### src/core/dcs_pkg.sv
// Purpose: shared constants for the debugger control and status registers
// Assumes: one system clock, byte-wide host command stream
// Notes: bit positions, command codes and reset values live here only
package dcs_pkg;
   // host command bytes
   localparam logic [7:0] DCS_CMD_RD_STATUS = 8'h02;
   localparam logic [7:0] DCS_CMD_WR_CTRL = 8'h04;
   localparam logic [7:0] DCS_CMD_RD_CTRL = 8'h05;
   // acknowledge character sent on a breakpoint
   localparam logic [7:0] DCS_ACK_BYTE = 8'hff;
   // control register fields
   localparam int DCS_CTL_HALT = 7;
   localparam int DCS_CTL_BREAKPOINT_ALLOW = 6;
   localparam int DCS_CTL_ACKEN = 5;
   localparam int DCS_CTL_SPIN = 4;
   localparam int DCS_CTL_RSV_HI = 3;
   localparam int DCS_CTL_RSV_LO = 1;
   localparam int DCS_CTL_RST = 0;
   localparam logic [7:0] DCS_CTL_RESET = 8'h00;
   localparam logic [7:0] DCS_CTL_WMASK = 8'hf1;
   // status register fields
   localparam int DCS_ST_IDLE = 7;
   localparam int DCS_ST_HALT = 6;
   localparam int DCS_ST_READ_PROTECT_FLAG = 5;
   localparam logic [4:0] DCS_ST_RSV = 5'h00;
   localparam logic [7:0] DCS_ST_RESET = 8'h00;
   // control patterns named by their function
   localparam logic [7:0] DCS_PAT_RESET_STOP = 8'h81;
   localparam logic [7:0] DCS_PAT_RESET_GO = 8'h41;
   localparam logic [7:0] DCS_PAT_RUN = 8'h40;
   // command parser states
   typedef enum logic {
      DCS_ST_CMD,
      DCS_ST_WDATA
   } dcs_parse_type;
endpackage : dcs_pkg

### src/core/dcs_tx_if.sv
// Purpose: carries one reply byte from the register core to the reply slot
// Assumes: load is only raised while free is high
// Notes: core drives load and data, slot answers with free
`timescale 1ns/10ps
interface dcs_tx_if;
   logic load;
   logic [7:0] data;
   logic free;
   modport core (
      output load,
      output data,
      input free
   );
   modport slot (
      input load,
      input data,
      output free
   );
endinterface : dcs_tx_if

### src/core/dcs_sticky.sv
// Purpose: sticky event flag with set winning over clear
// Assumes: set and clear are single-cycle strobes
// Notes: used for breakpoint-seen and acknowledge-pending
`timescale 1ns/10ps
module dcs_sticky (
   // clock and reset
   input wire logic ref_clk_i,
   input wire logic rst_n_i,
   // events
   input wire logic set_i,
   input wire logic clr_i,
   // flag
   output logic flag_o
);
   logic flag_reg;

   always_ff @(posedge ref_clk_i) begin
      if (!rst_n_i) begin
         flag_reg <= 1'b0;
      end else if (set_i) begin
         flag_reg <= 1'b1;
      end else if (clr_i) begin
         flag_reg <= 1'b0;
      end
   end

   assign flag_o = flag_reg;
endmodule : dcs_sticky

### src/core/dcs_tx_slot.sv
// Purpose: one-byte reply holder towards the serial debug link
// Assumes: link takes a byte when valid and ready are both high
// Notes: free only when empty, so a reply never overwrites another
`timescale 1ns/10ps
module dcs_tx_slot (
   // clock and reset
   input wire logic ref_clk_i,
   input wire logic rst_n_i,
   // core side
   dcs_tx_if.slot tx,
   // link side
   output logic tx_valid_o,
   output logic [7:0] tx_byte_o,
   input wire logic tx_ready_i
);
   logic full_reg;
   logic [7:0] byte_reg;

   always_ff @(posedge ref_clk_i) begin
      if (!rst_n_i) begin
         full_reg <= 1'b0;
      end else if (tx.load) begin
         full_reg <= 1'b1;
      end else if (tx_ready_i) begin
         full_reg <= 1'b0;
      end
   end

   always_ff @(posedge ref_clk_i) begin
      if (!rst_n_i) begin
         byte_reg <= 8'h00;
      end else if (tx.load) begin
         byte_reg <= tx.data;
      end
   end

   assign tx.free = !full_reg;
   assign tx_valid_o = full_reg;
   assign tx_byte_o = byte_reg;
endmodule : dcs_tx_slot

### src/core/dcs_regs.sv
// Purpose: debugger control and status registers behind host commands
// Assumes: host bytes arrive as one-cycle strobes; debugger reset is rst_n_i
// Notes: other debugger commands are ignored byte by byte
//
// Functional notes
// - writing 81h resets chip, stays halted
// - writing 41h resets chip, runs normally
// - writing 40h in debug mode resumes
// - debug bit set stops instruction fetch
// - clearing debug bit resumes execution
// - enabled non-spin breakpoint sets debug bit
// - read protect blocks clearing debug bit
// - breakpoints off by default, act as nop
// - ack enabled sends ffh on breakpoint
// - spin bit loops on breakpoint instead
// - reset bit resets chip, keeps debugger
// - reset bit self-clears when reset done
// - idle reads debug mode or breakpoint seen
// - halt status mirrors low-power halt mode
// - read-protect status is inverted option bit
// - command 04h loads next byte into control
// - command 05h returns control byte
// - command 02h returns status byte
`timescale 1ns/10ps
module dcs_regs
   import dcs_pkg::*;
(
   // clock and reset
   input wire logic ref_clk_i,
   input wire logic rst_n_i,
   // host command bytes
   input wire logic rx_valid_i,
   input wire logic [7:0] rx_byte_i,
   // host reply bytes
   output logic tx_valid_o,
   output logic [7:0] tx_byte_o,
   input wire logic tx_ready_i,
   // cpu and system
   input wire logic brk_decode_i,
   input wire logic halt_mode_i,
   input wire logic rp_option_bit_i,
   input wire logic reset_done_i,
   output logic cpu_stop_o,
   output logic brk_nop_o,
   output logic brk_spin_o,
   output logic sys_reset_o,
   output logic [7:0] ctl_o,
   output logic [7:0] status_o
);
   dcs_tx_if tx_bus ();

   dcs_parse_type parse_reg;
   dcs_parse_type parse_next;
   logic [7:0] ctl_reg;
   logic [7:0] ctl_next;
   logic [7:0] status_now;
   logic rd_pend_reg;
   logic rd_sel_status_reg;
   logic wr_strobe;
   logic rd_ctl_cmd;
   logic rd_st_cmd;
   logic brk_event;
   logic brk_seen;
   logic ack_pend;
   logic ack_issue;
   logic rd_issue;
   logic rp_on;

   assign rp_on = !rp_option_bit_i;
   assign brk_event = brk_decode_i && ctl_reg[DCS_CTL_BREAKPOINT_ALLOW];

   // command parser
   assign wr_strobe = rx_valid_i && (parse_reg == DCS_ST_WDATA);
   assign rd_ctl_cmd = rx_valid_i && (parse_reg == DCS_ST_CMD)
      && (rx_byte_i == DCS_CMD_RD_CTRL);
   assign rd_st_cmd = rx_valid_i && (parse_reg == DCS_ST_CMD)
      && (rx_byte_i == DCS_CMD_RD_STATUS);

   always_comb begin
      parse_next = parse_reg;
      case (parse_reg)
         DCS_ST_CMD: begin
            if (rx_valid_i && rx_byte_i == DCS_CMD_WR_CTRL) begin
               parse_next = DCS_ST_WDATA;
            end
         end
         DCS_ST_WDATA: begin
            if (rx_valid_i) begin
               parse_next = DCS_ST_CMD;
            end
         end
         default: begin
            parse_next = DCS_ST_CMD;
         end
      endcase
   end

   always_ff @(posedge ref_clk_i) begin
      if (!rst_n_i) begin
         parse_reg <= DCS_ST_CMD;
      end else begin
         parse_reg <= parse_next;
      end
   end

   // control register next value
   always_comb begin
      ctl_next = ctl_reg;
      if (reset_done_i) begin
         ctl_next[DCS_CTL_RST] = 1'b0;
      end
      if (wr_strobe) begin
         ctl_next = rx_byte_i & DCS_CTL_WMASK;
         if (rp_on && ctl_reg[DCS_CTL_HALT]) begin
            ctl_next[DCS_CTL_HALT] = 1'b1;
         end
      end
      if (brk_event && !ctl_reg[DCS_CTL_SPIN]) begin
         ctl_next[DCS_CTL_HALT] = 1'b1;
      end
   end

   // debugger state survives the system reset it requests
   always_ff @(posedge ref_clk_i) begin
      if (!rst_n_i) begin
         ctl_reg <= DCS_CTL_RESET;
      end else begin
         ctl_reg <= ctl_next;
      end
   end

   // cpu and system controls
   assign cpu_stop_o = ctl_reg[DCS_CTL_HALT];
   assign brk_nop_o = !ctl_reg[DCS_CTL_BREAKPOINT_ALLOW];
   assign brk_spin_o = ctl_reg[DCS_CTL_BREAKPOINT_ALLOW] && ctl_reg[DCS_CTL_SPIN];
   assign sys_reset_o = ctl_reg[DCS_CTL_RST];
   assign ctl_o = ctl_reg;

   // breakpoint seen since last control write
   dcs_sticky u_brk_seen (
      .ref_clk_i(ref_clk_i),
      .rst_n_i(rst_n_i),
      .set_i(brk_event),
      .clr_i(wr_strobe),
      .flag_o(brk_seen)
   );

   // status register view
   always_comb begin
      status_now = DCS_ST_RESET;
      status_now[DCS_ST_IDLE] = ctl_reg[DCS_CTL_HALT] || brk_seen;
      status_now[DCS_ST_HALT] = halt_mode_i;
      status_now[DCS_ST_READ_PROTECT_FLAG] = rp_on;
      status_now[4:0] = DCS_ST_RSV;
   end
   assign status_o = status_now;

   // acknowledge pending
   dcs_sticky u_ack_pend (
      .ref_clk_i(ref_clk_i),
      .rst_n_i(rst_n_i),
      .set_i(brk_event && ctl_reg[DCS_CTL_ACKEN]),
      .clr_i(ack_issue),
      .flag_o(ack_pend)
   );

   // read reply pending
   always_ff @(posedge ref_clk_i) begin
      if (!rst_n_i) begin
         rd_pend_reg <= 1'b0;
      end else if (rd_ctl_cmd || rd_st_cmd) begin
         rd_pend_reg <= 1'b1;
      end else if (rd_issue) begin
         rd_pend_reg <= 1'b0;
      end
   end

   always_ff @(posedge ref_clk_i) begin
      if (!rst_n_i) begin
         rd_sel_status_reg <= 1'b0;
      end else if (rd_ctl_cmd || rd_st_cmd) begin
         rd_sel_status_reg <= rd_st_cmd;
      end
   end

   // reply arbitration, acknowledge first
   assign ack_issue = tx_bus.free && ack_pend;
   assign rd_issue = tx_bus.free && !ack_pend && rd_pend_reg;
   assign tx_bus.load = ack_issue || rd_issue;

   always_comb begin
      if (ack_issue) begin
         tx_bus.data = DCS_ACK_BYTE;
      end else if (rd_sel_status_reg) begin
         tx_bus.data = status_now;
      end else begin
         tx_bus.data = ctl_reg;
      end
   end

   dcs_tx_slot u_tx_slot (
      .ref_clk_i(ref_clk_i),
      .rst_n_i(rst_n_i),
      .tx(tx_bus.slot),
      .tx_valid_o(tx_valid_o),
      .tx_byte_o(tx_byte_o),
      .tx_ready_i(tx_ready_i)
   );

   // checks
   a_reset_stop_write: assert property (
      @(posedge ref_clk_i) disable iff (!rst_n_i)
      wr_strobe && rx_byte_i == DCS_PAT_RESET_STOP
      |=> cpu_stop_o && sys_reset_o)
      else $error("reset and stop did not halt with reset");

   a_reset_go_write: assert property (
      @(posedge ref_clk_i) disable iff (!rst_n_i)
      wr_strobe && rx_byte_i == DCS_PAT_RESET_GO && !ctl_reg[DCS_CTL_HALT] && !brk_event
      |=> ctl_reg == DCS_PAT_RESET_GO && !cpu_stop_o)
      else $error("reset and go did not run");

   a_run_resume_write: assert property (
      @(posedge ref_clk_i) disable iff (!rst_n_i)
      wr_strobe && rx_byte_i == DCS_PAT_RUN && cpu_stop_o && !rp_on && !brk_event
      |=> !cpu_stop_o ##0 brk_nop_o == 1'b0)
      else $error("run write did not resume");

   a_debug_stop_fetch: assert property (
      @(posedge ref_clk_i) disable iff (!rst_n_i)
      wr_strobe && rx_byte_i[DCS_CTL_HALT] |=> cpu_stop_o && status_o[DCS_ST_IDLE])
      else $error("debug mode without stop and idle");

   a_brk_halt_entry: assert property (
      @(posedge ref_clk_i) disable iff (!rst_n_i)
      brk_decode_i && ctl_reg[DCS_CTL_BREAKPOINT_ALLOW] && !ctl_reg[DCS_CTL_SPIN]
      |=> cpu_stop_o)
      else $error("breakpoint did not enter debug mode");

   a_rp_hold_halt: assert property (
      @(posedge ref_clk_i) disable iff (!rst_n_i)
      rp_on && cpu_stop_o |=> cpu_stop_o)
      else $error("debug mode cleared under read protect");

   a_brk_nop_off: assert property (
      @(posedge ref_clk_i) disable iff (!rst_n_i)
      brk_decode_i && brk_nop_o && !cpu_stop_o && !wr_strobe
      |=> !cpu_stop_o && !$rose(status_o[DCS_ST_IDLE]))
      else $error("disabled breakpoint had an effect");

   a_ack_byte_sent: assert property (
      @(posedge ref_clk_i) disable iff (!rst_n_i)
      brk_event && ctl_reg[DCS_CTL_ACKEN] && tx_bus.free && !ack_pend && !tx_bus.load
      |=> ##1 tx_valid_o && tx_byte_o == DCS_ACK_BYTE)
      else $error("acknowledge byte not sent");

   a_spin_no_halt: assert property (
      @(posedge ref_clk_i) disable iff (!rst_n_i)
      brk_event && brk_spin_o && !cpu_stop_o && !wr_strobe
      |=> !cpu_stop_o && status_o[DCS_ST_IDLE])
      else $error("spin breakpoint entered debug mode");

   a_rst_self_clear: assert property (
      @(posedge ref_clk_i) disable iff (!rst_n_i)
      reset_done_i && !wr_strobe |=> !sys_reset_o)
      else $error("reset bit not cleared");

   a_status_bits_live: assert property (
      @(posedge ref_clk_i) disable iff (!rst_n_i)
      status_o[DCS_ST_HALT] == halt_mode_i)
      else $error("halt status wrong");

   a_protect_status_live: assert property (
      @(posedge ref_clk_i) disable iff (!rst_n_i)
      status_o[DCS_ST_READ_PROTECT_FLAG] == !rp_option_bit_i)
      else $error("read protect status wrong");

   a_wr_ctl_load: assert property (
      @(posedge ref_clk_i) disable iff (!rst_n_i)
      wr_strobe && !brk_event
      |=> ctl_reg[DCS_CTL_BREAKPOINT_ALLOW:DCS_CTL_SPIN] == $past(rx_byte_i[DCS_CTL_BREAKPOINT_ALLOW:DCS_CTL_SPIN]))
      else $error("control write not loaded");

   a_read_reply: assert property (
      @(posedge ref_clk_i) disable iff (!rst_n_i)
      rd_issue |=> tx_valid_o
         && tx_byte_o == ($past(rd_sel_status_reg) ? $past(status_o) : $past(ctl_o)))
      else $error("read reply byte wrong");

   a_rsvd_read_zero: assert property (
      @(posedge ref_clk_i) disable iff (!rst_n_i)
      ctl_reg[DCS_CTL_RSV_HI:DCS_CTL_RSV_LO] == 3'h0 && status_o[4:0] == DCS_ST_RSV)
      else $error("reserved bits not zero");

   a_clear_resumes: assert property (
      @(posedge ref_clk_i) disable iff (!rst_n_i)
      wr_strobe && !rx_byte_i[DCS_CTL_HALT] && !(rp_on && cpu_stop_o) && !brk_event
      |=> !cpu_stop_o)
      else $error("debug mode not left on clear");

   a_sys_reset_req: assert property (
      @(posedge ref_clk_i) disable iff (!rst_n_i)
      wr_strobe && rx_byte_i[DCS_CTL_RST] |=> sys_reset_o)
      else $error("reset bit write did not request reset");

   a_idle_set_brk: assert property (
      @(posedge ref_clk_i) disable iff (!rst_n_i)
      brk_event |=> status_o[DCS_ST_IDLE])
      else $error("breakpoint did not set idle");

   a_idle_clear_wr: assert property (
      @(posedge ref_clk_i) disable iff (!rst_n_i)
      wr_strobe && !rx_byte_i[DCS_CTL_HALT] && !(rp_on && cpu_stop_o) && !brk_event
      |=> !status_o[DCS_ST_IDLE])
      else $error("idle not cleared by control write");

   a_ctrl_read_reply: assert property (
      @(posedge ref_clk_i) disable iff (!rst_n_i)
      rd_ctl_cmd && !tx_valid_o && !ack_pend && !rd_pend_reg && !brk_event
      |=> ##1 tx_valid_o && tx_byte_o == $past(ctl_o))
      else $error("control read reply wrong");

   a_status_read_reply: assert property (
      @(posedge ref_clk_i) disable iff (!rst_n_i)
      rd_st_cmd && !tx_valid_o && !ack_pend && !rd_pend_reg && !brk_event
      |=> ##1 tx_valid_o && tx_byte_o == $past(status_o))
      else $error("status read reply wrong");

   a_ack_first: assert property (
      @(posedge ref_clk_i) disable iff (!rst_n_i)
      ack_pend && rd_pend_reg && tx_bus.free |=> tx_valid_o && tx_byte_o == DCS_ACK_BYTE)
      else $error("read reply sent before acknowledge");

   a_spin_output: assert property (
      @(posedge ref_clk_i) disable iff (!rst_n_i)
      wr_strobe && rx_byte_i[DCS_CTL_BREAKPOINT_ALLOW] && rx_byte_i[DCS_CTL_SPIN] |=> brk_spin_o)
      else $error("spin write did not enable spin");

   a_nop_write: assert property (
      @(posedge ref_clk_i) disable iff (!rst_n_i)
      wr_strobe && !rx_byte_i[DCS_CTL_BREAKPOINT_ALLOW] |=> brk_nop_o)
      else $error("breakpoint not disabled by write");
endmodule : dcs_regs

### config.mk
export PLATFORM = sky130hd
export DESIGN_NAME = dcs_regs
export DESIGN_NICKNAME = d
export VERILOG_FILES = /design/src/core/dcs_pkg.sv /design/src/core/dcs_tx_if.sv /design/src/core/dcs_sticky.sv /design/src/core/dcs_tx_slot.sv /design/src/core/dcs_regs.sv
export SDC_FILE = /design/constraint.sdc
export NUM_CORES = 1
export LEC_CHECK = 0
export BUFFER_PORTS_ARGS = -buffer_cell sky130_fd_sc_hd__buf_2
export CAP_MARGIN = 20
export CELL_PAD_IN_SITES_DETAIL_PLACEMENT = 0
export CELL_PAD_IN_SITES_GLOBAL_PLACEMENT = 2
export CORE_ASPECT_RATIO = 1.5
export CORE_MARGIN = 2
export CORE_UTILIZATION = 25
export DETAILED_ROUTE_END_ITERATION = 10
export GPL_TIMING_DRIVEN = 0
export PLACE_DENSITY_LB_ADDON = 0.1
export SETUP_SLACK_MARGIN = 0.05
export SYNTH_ARGS = -nofsm -noshare
export SYNTH_HDL_FRONTEND = slang
export SYNTH_HIERARCHICAL = 1
export SYNTH_SLANG_ARGS = --single-unit
export TNS_END_PERCENT = 1
### constraint.sdc
create_clock -name ref_clk_i -period 1.5 [get_ports ref_clk_i]
set_clock_uncertainty 0.15 [all_clocks]
set_input_delay 0.075 -clock ref_clk_i [delete_from_list [all_inputs] [get_ports ref_clk_i]]
set_output_delay 0.075 -clock ref_clk_i [all_outputs]
set_load 0.02 [all_outputs]
Yosys cells after proc, flatten, opt, wreduce, memory -nomap -nowiden

Index checks and enable logic that the tools add are counted.

Register bits after elaboration: 19
Bits of input ports: 16
Output and inout bits: 29
Logic and storage cells: 58

Equal/unequal tests: 3
Muxes and demuxes: 17
Bitwise operators: 1
Reductions and logical operators: 27

Operator list:

| cell                                                | number |
|---|---|
| two-way mux 8 bit                                   | 3 |
| equality test 8 x 3 -> 1 bit, second input constant | 2 |
| logical AND 1 bit                                   | 13 |
| two-way mux 1 bit                                   | 13 |
| nonzero test 2 bit                                  | 6 |
| equality test 8 x 2 -> 1 bit, second input constant | 1 |
| zero test 1 bit                                     | 5 |
| logical OR 1 bit                                    | 3 |
| one-hot mux 1 bit (2 select lines)                  | 1 |
| inverter 1 bit                                      | 1 |

Longest topological paths before layout

Depth after elaboration: 5
Depth in mapped cells: 6

Hierarchy

The synthesis kept the hierarchy.

Modules (own cells, without submodules):

| module      | instances | cells an instance | area an instance (um^2) | seq. area each (um^2) |
|---|---|---|---|---|
| dcs_regs    | 1         | 74                | 565.5                   | 160.2 |
| dcs_tx_slot | 1         | 29                | 339.1                   | 180.2 |
| dcs_sticky  | 2         | 3                 | 41.3                    | 20.0 |

Worst setup path before layout

Ideal clock, no wire load.

Kind: register to register
Start: register u_tx_slot.full_reg (netlist: u_tx_slot/tx_valid_o)
End: register u_tx_slot.byte_reg[1] (netlist: u_tx_slot/tx_byte_o[1])
Library setup time: 0.116 ns
Arrival: 0.985 ns
Slack: 0.249 ns
Cell stages (with the launch flop): 7
Buffers on the path: 1
Clock period less this slack: 1.251 ns
Cell sequence: dfxtp_1 > inv_1 > inv_1 > nor2_1 > buf_6 > mux2i_1 > nor2b_1

Longest elaborated chain between the ends: 4
Elaborated cells on any way between the ends: 6

RTL lines:

| element                        | line              | source |
|---|---|---|
| start: declaration             | dcs_tx_slot.sv:16 | `logic full_reg;` |
| start signal: assignment       | dcs_tx_slot.sv:21 | `full_reg <= 1'b0;` |
| start signal: assignment       | dcs_tx_slot.sv:23 | `full_reg <= 1'b1;` |
| start signal: assignment       | dcs_tx_slot.sv:25 | `full_reg <= 1'b0;` |
| zero test 1 bit (*)            | dcs_tx_slot.sv:37 | `assign tx.free = !full_reg;` |
| via tx_bus.free                | dcs_tx_if.sv:8    | `logic free;` |
| logical AND 1 bit (2 in a row) | dcs_regs.sv:188   | `assign rd_issue = tx_bus.free && !ack_pend && rd_pend_reg;` |
| logical OR 1 bit (*)           | dcs_regs.sv:189   | `assign tx_bus.load = ack_issue \|\| rd_issue;` |
| via tx_bus.load                | dcs_tx_if.sv:6    | `logic load;` |
| end signal: assignment         | dcs_tx_slot.sv:33 | `byte_reg <= tx.data;` |
| end: declaration               | dcs_tx_slot.sv:17 | `logic [7:0] byte_reg;` |

The timed path passes the listed nets; every way through them passes the cells marked *.
A chain may end at the register's enable or synchronous reset.

Worst setup path in the final report

Start: input rx_byte_i[5]
End: register rd_sel_status_reg

Longest elaborated chain between the ends: 3
Elaborated cells on any way between the ends: 5

RTL lines:

| element                                                                             | line                           | source |
|---|---|---|
| start: declaration                                                                  | dcs_regs.sv:33                 | `input wire logic [7:0] rx_byte_i,` |
| equality test 8 x 3 -> 1 bit / equality test 8 x 2 -> 1 bit (equally long branches) | dcs_regs.sv:75, dcs_regs.sv:77 |  |
| logical AND 1 bit (on tied branches)                                                | dcs_regs.sv:75, dcs_regs.sv:77 |  |
| logical OR 1 bit                                                                    | dcs_regs.sv:181                | `end else if (rd_ctl_cmd \|\| rd_st_cmd) begin` |
| end signal: assignment                                                              | dcs_regs.sv:182                | `rd_sel_status_reg <= rd_st_cmd;` |
| end: declaration                                                                    | dcs_regs.sv:58                 | `logic rd_sel_status_reg;` |

Several ways; a longest one is shown, not always the timed one.

==> flow_summary_export.csv <==
group,metric,value,unit
pwr,swShare,23.8,%
pwr,p_seq_share,51.3,%
grt,grt_max_degree,21,
timing,min_period_over_period,87.3,%
timing,fmax,764,MHz
clock_network,cts_tree,"yes",
detailed_routing,drt_iter0_drc,10,
setup_path,endpoint_kind,"flip-flop",
clock_network,clock-sinks,19,
pwr,vdd_drop_max,0.000396,V
pwr,leakagePower,0.647,nW
die,die_y,81.0,microns
timing,fin_setup_tns,0,ns
cells_and_area,final_common_cell,"buf_2",
yosys,synth_seq_cells,19,
yosys,netlist_area,987,sq um
yosys,yosys.cell_types.count,30,
yosys,synthCells,109,
setup_path,path_max_fanout,4,
cells_and_area,drive_above_1_share,36.4,%
detailed_routing,wl,2290,microns
pwr,p_switching,0.234,mW
die,fp.dieW,55.3,microns
clock_network,postCtsSetupBuffers,0,
place,dp_hpwl,1750,microns
status,status,"complete, no violations",
timing,setup_viol,0,
grt,grt_pass1_vias,826,
timing,rsz0062_at_grt,"false",
yosys,yosys_warnings,6,
grt,grt_pass1_wl,3710,microns
grt,antenna_found_initial,0,
pwr,pwr-share-comb,11.2,%
die,core,3850,sq um
pwr,clockPowerShare,37.5,%
cells_and_area,syn2layout_area_growth,37.9,%
pwr,p_int,0.749,mW
hold_path,holdPathStages,4,
die,dieArea,4480,sq um
cells_and_area,layout.cells.most_common_list,"buf_2 (36), dfxtp_1 (19), nand2_1 (13)",
detailed_routing,firstDrtPassIters,4,
cells_and_area,largest_reg_flops,8,
yosys,syn_area_per_cell,9.06,sq um
timing,finalHoldViolCount,0,
clock_network,path_clk_slew,0.07,ns
grt,grt_usage,10.6,%
detailed_routing,via_per_inst,4.14,
cells_and_area,nets,179,
clock_network,cts_buffer_depth,2,
clock_network,cts_buffers,3,
place,gp_congestion,0.695,
setup_path,cp.arrival,1.31,ns
setup_path,crit_path_start_kind,"primary input",
timing,slew_violations,0,
cells_and_area,final_core_util,35.3,%
clock_network,cts_max_level,1,
cells_and_area,antenna_cells,0,
detailed_routing,drc_errors,0,
timing,period_needed,1.31,ns
clock_network,cts_root_buffer,"clkbuf_8",
die,initial_core_util,25.6,%
setup_path,ff2ff_path_depth,3,
detailed_routing,ant_nets,0,
cells_and_area,fill_cells,439,
hold_path,hold_path_class,"primary input to flip-flop",
pwr,p_per_area,722,nW/um^2
clock_network,clock_latency,0.26,ns
setup_path,required,1.51,ns
die,num_io_pins,45,
flow_run,cap_violations,0,
detailed_routing,vias,857,
yosys,ys_seq_area_share,38.5,%
grt,grt_overflow,0,
place,io_buffers,36,
detailed_routing,routedWlPerCell,11.0,microns
die,rows,28,
setup_path,critical_path_class,"primary input to flip-flop",
## through the flow
stage          instance area [sq um]  power, mW  cells  worst slack (ns)  hold slack [ns]
5_1_grt                         1360       1.03    207             0.106           0.0343
2_1_floorplan                   1010      0.573    116             0.249           0.0425
3_5_place_dp                    1250      0.613    197             0.207            0.198
4_1_cts                         1360      0.996    207             0.126          0.00733
6_report                        1360      0.983    207             0.190           0.0177
3_3_place_gp                    1250      0.612    197             0.230            0.193
## critical path: stages
cell           delay (ns)
dlygate4sd3_1        0.53
buf_2                0.14
nor3_4               0.24
a31oi_1              0.11
a41o_1               0.21
## cells by family after synthesis
kind of cell,Yosys count,share of synthesized area [%]
other,1,0.380
buffers and inverters,22,13.7
DFF,19,38.5
muxes,8,8.11
and+or+nand+nor,38,24.2
AOI/OAI and AO/OA,21,15.1
## power groups by stage
| stage | clock network [mW] | logic, mW | registers (mW) |
|---|---|---|---|
| after global placement | 0 | 0.0952 | 0.516 |
| after detailed placement | 0 | 0.0963 | 0.516 |
| after global routing | 0.402 | 0.120 | 0.504 |
| after floorplan | 0 | 0.0571 | 0.516 |
| final | 0.368 | 0.110 | 0.504 |
| after CTS | 0.383 | 0.108 | 0.504 |
## routing by layer
layer,global-route usage (%),share of wire (%),vias to the layer above
li1,-,-,450
met1,11.4,42,381
met2,19.4,52,21
met3,2.23,3.9,5
met4,5.85,2.0,0
met5,0,0,-
## timing repair
| item | CTS | global route |
|---|---|---|
| resized for setup | 0 | 1 |
| setup endpoints to repair | 0 | 1 |
| endpoints found under the hold margin | 5 | 0 |
| hold buffers | 6 | 0 |
## synthesized netlist by cell type, drive strengths merged
master / number / share of area [%]
dfxtp: 19 / 39
nand2: 14 / 5.6
buf: 13 / 10
nor2b: 12 / 9.1
inv: 9 / 3.4
mux2i: 8 / 8.1
a21boi: 6 / 4.6
o21a: 4 / 3.0
o21ai: 4 / 2.0
nor2: 3 / 1.1
nor3b: 2 / 1.5
o211ai: 2 / 1.5
a21oi: 1 / 0.51
a22o: 1 / 0.89
a31oi: 1 / 0.63
a32oi: 1 / 0.89
a41o: 1 / 1.0
and2: 1 / 0.63
and3: 1 / 0.63
and3b: 1 / 0.89
conb: 1 / 0.38
nor3: 1 / 1.0
nor4b: 1 / 2.4
or2: 1 / 0.63
or3: 1 / 0.63
## worst paths after layout
check	start	slack, ns	endpoint
worst max register to register	parse_reg	0.19	rd_sel_status_reg
worst min-delay path	rx_valid_i	0.02	parse_reg
worst min register to register	rd_pend_reg	0.33	rd_pend_reg
worst max-delay path	rx_byte_i[5]	0.19	rd_sel_status_reg
## layout make-up
cell class / instances / area, sq um / area share, %
inverter: 9 / 33.8 / 2.48
tap: 45 / 56.3 / 4.14
sequential: 19 / 380 / 27.9
clock buffer: 4 / 45.0 / 3.31
timing repair buffer: 42 / 240 / 17.6
multi-input combinational: 75 / 504 / 37.0
buffer: 13 / 101 / 7.44
Note: power is estimated with default switching activity, not from simulation.
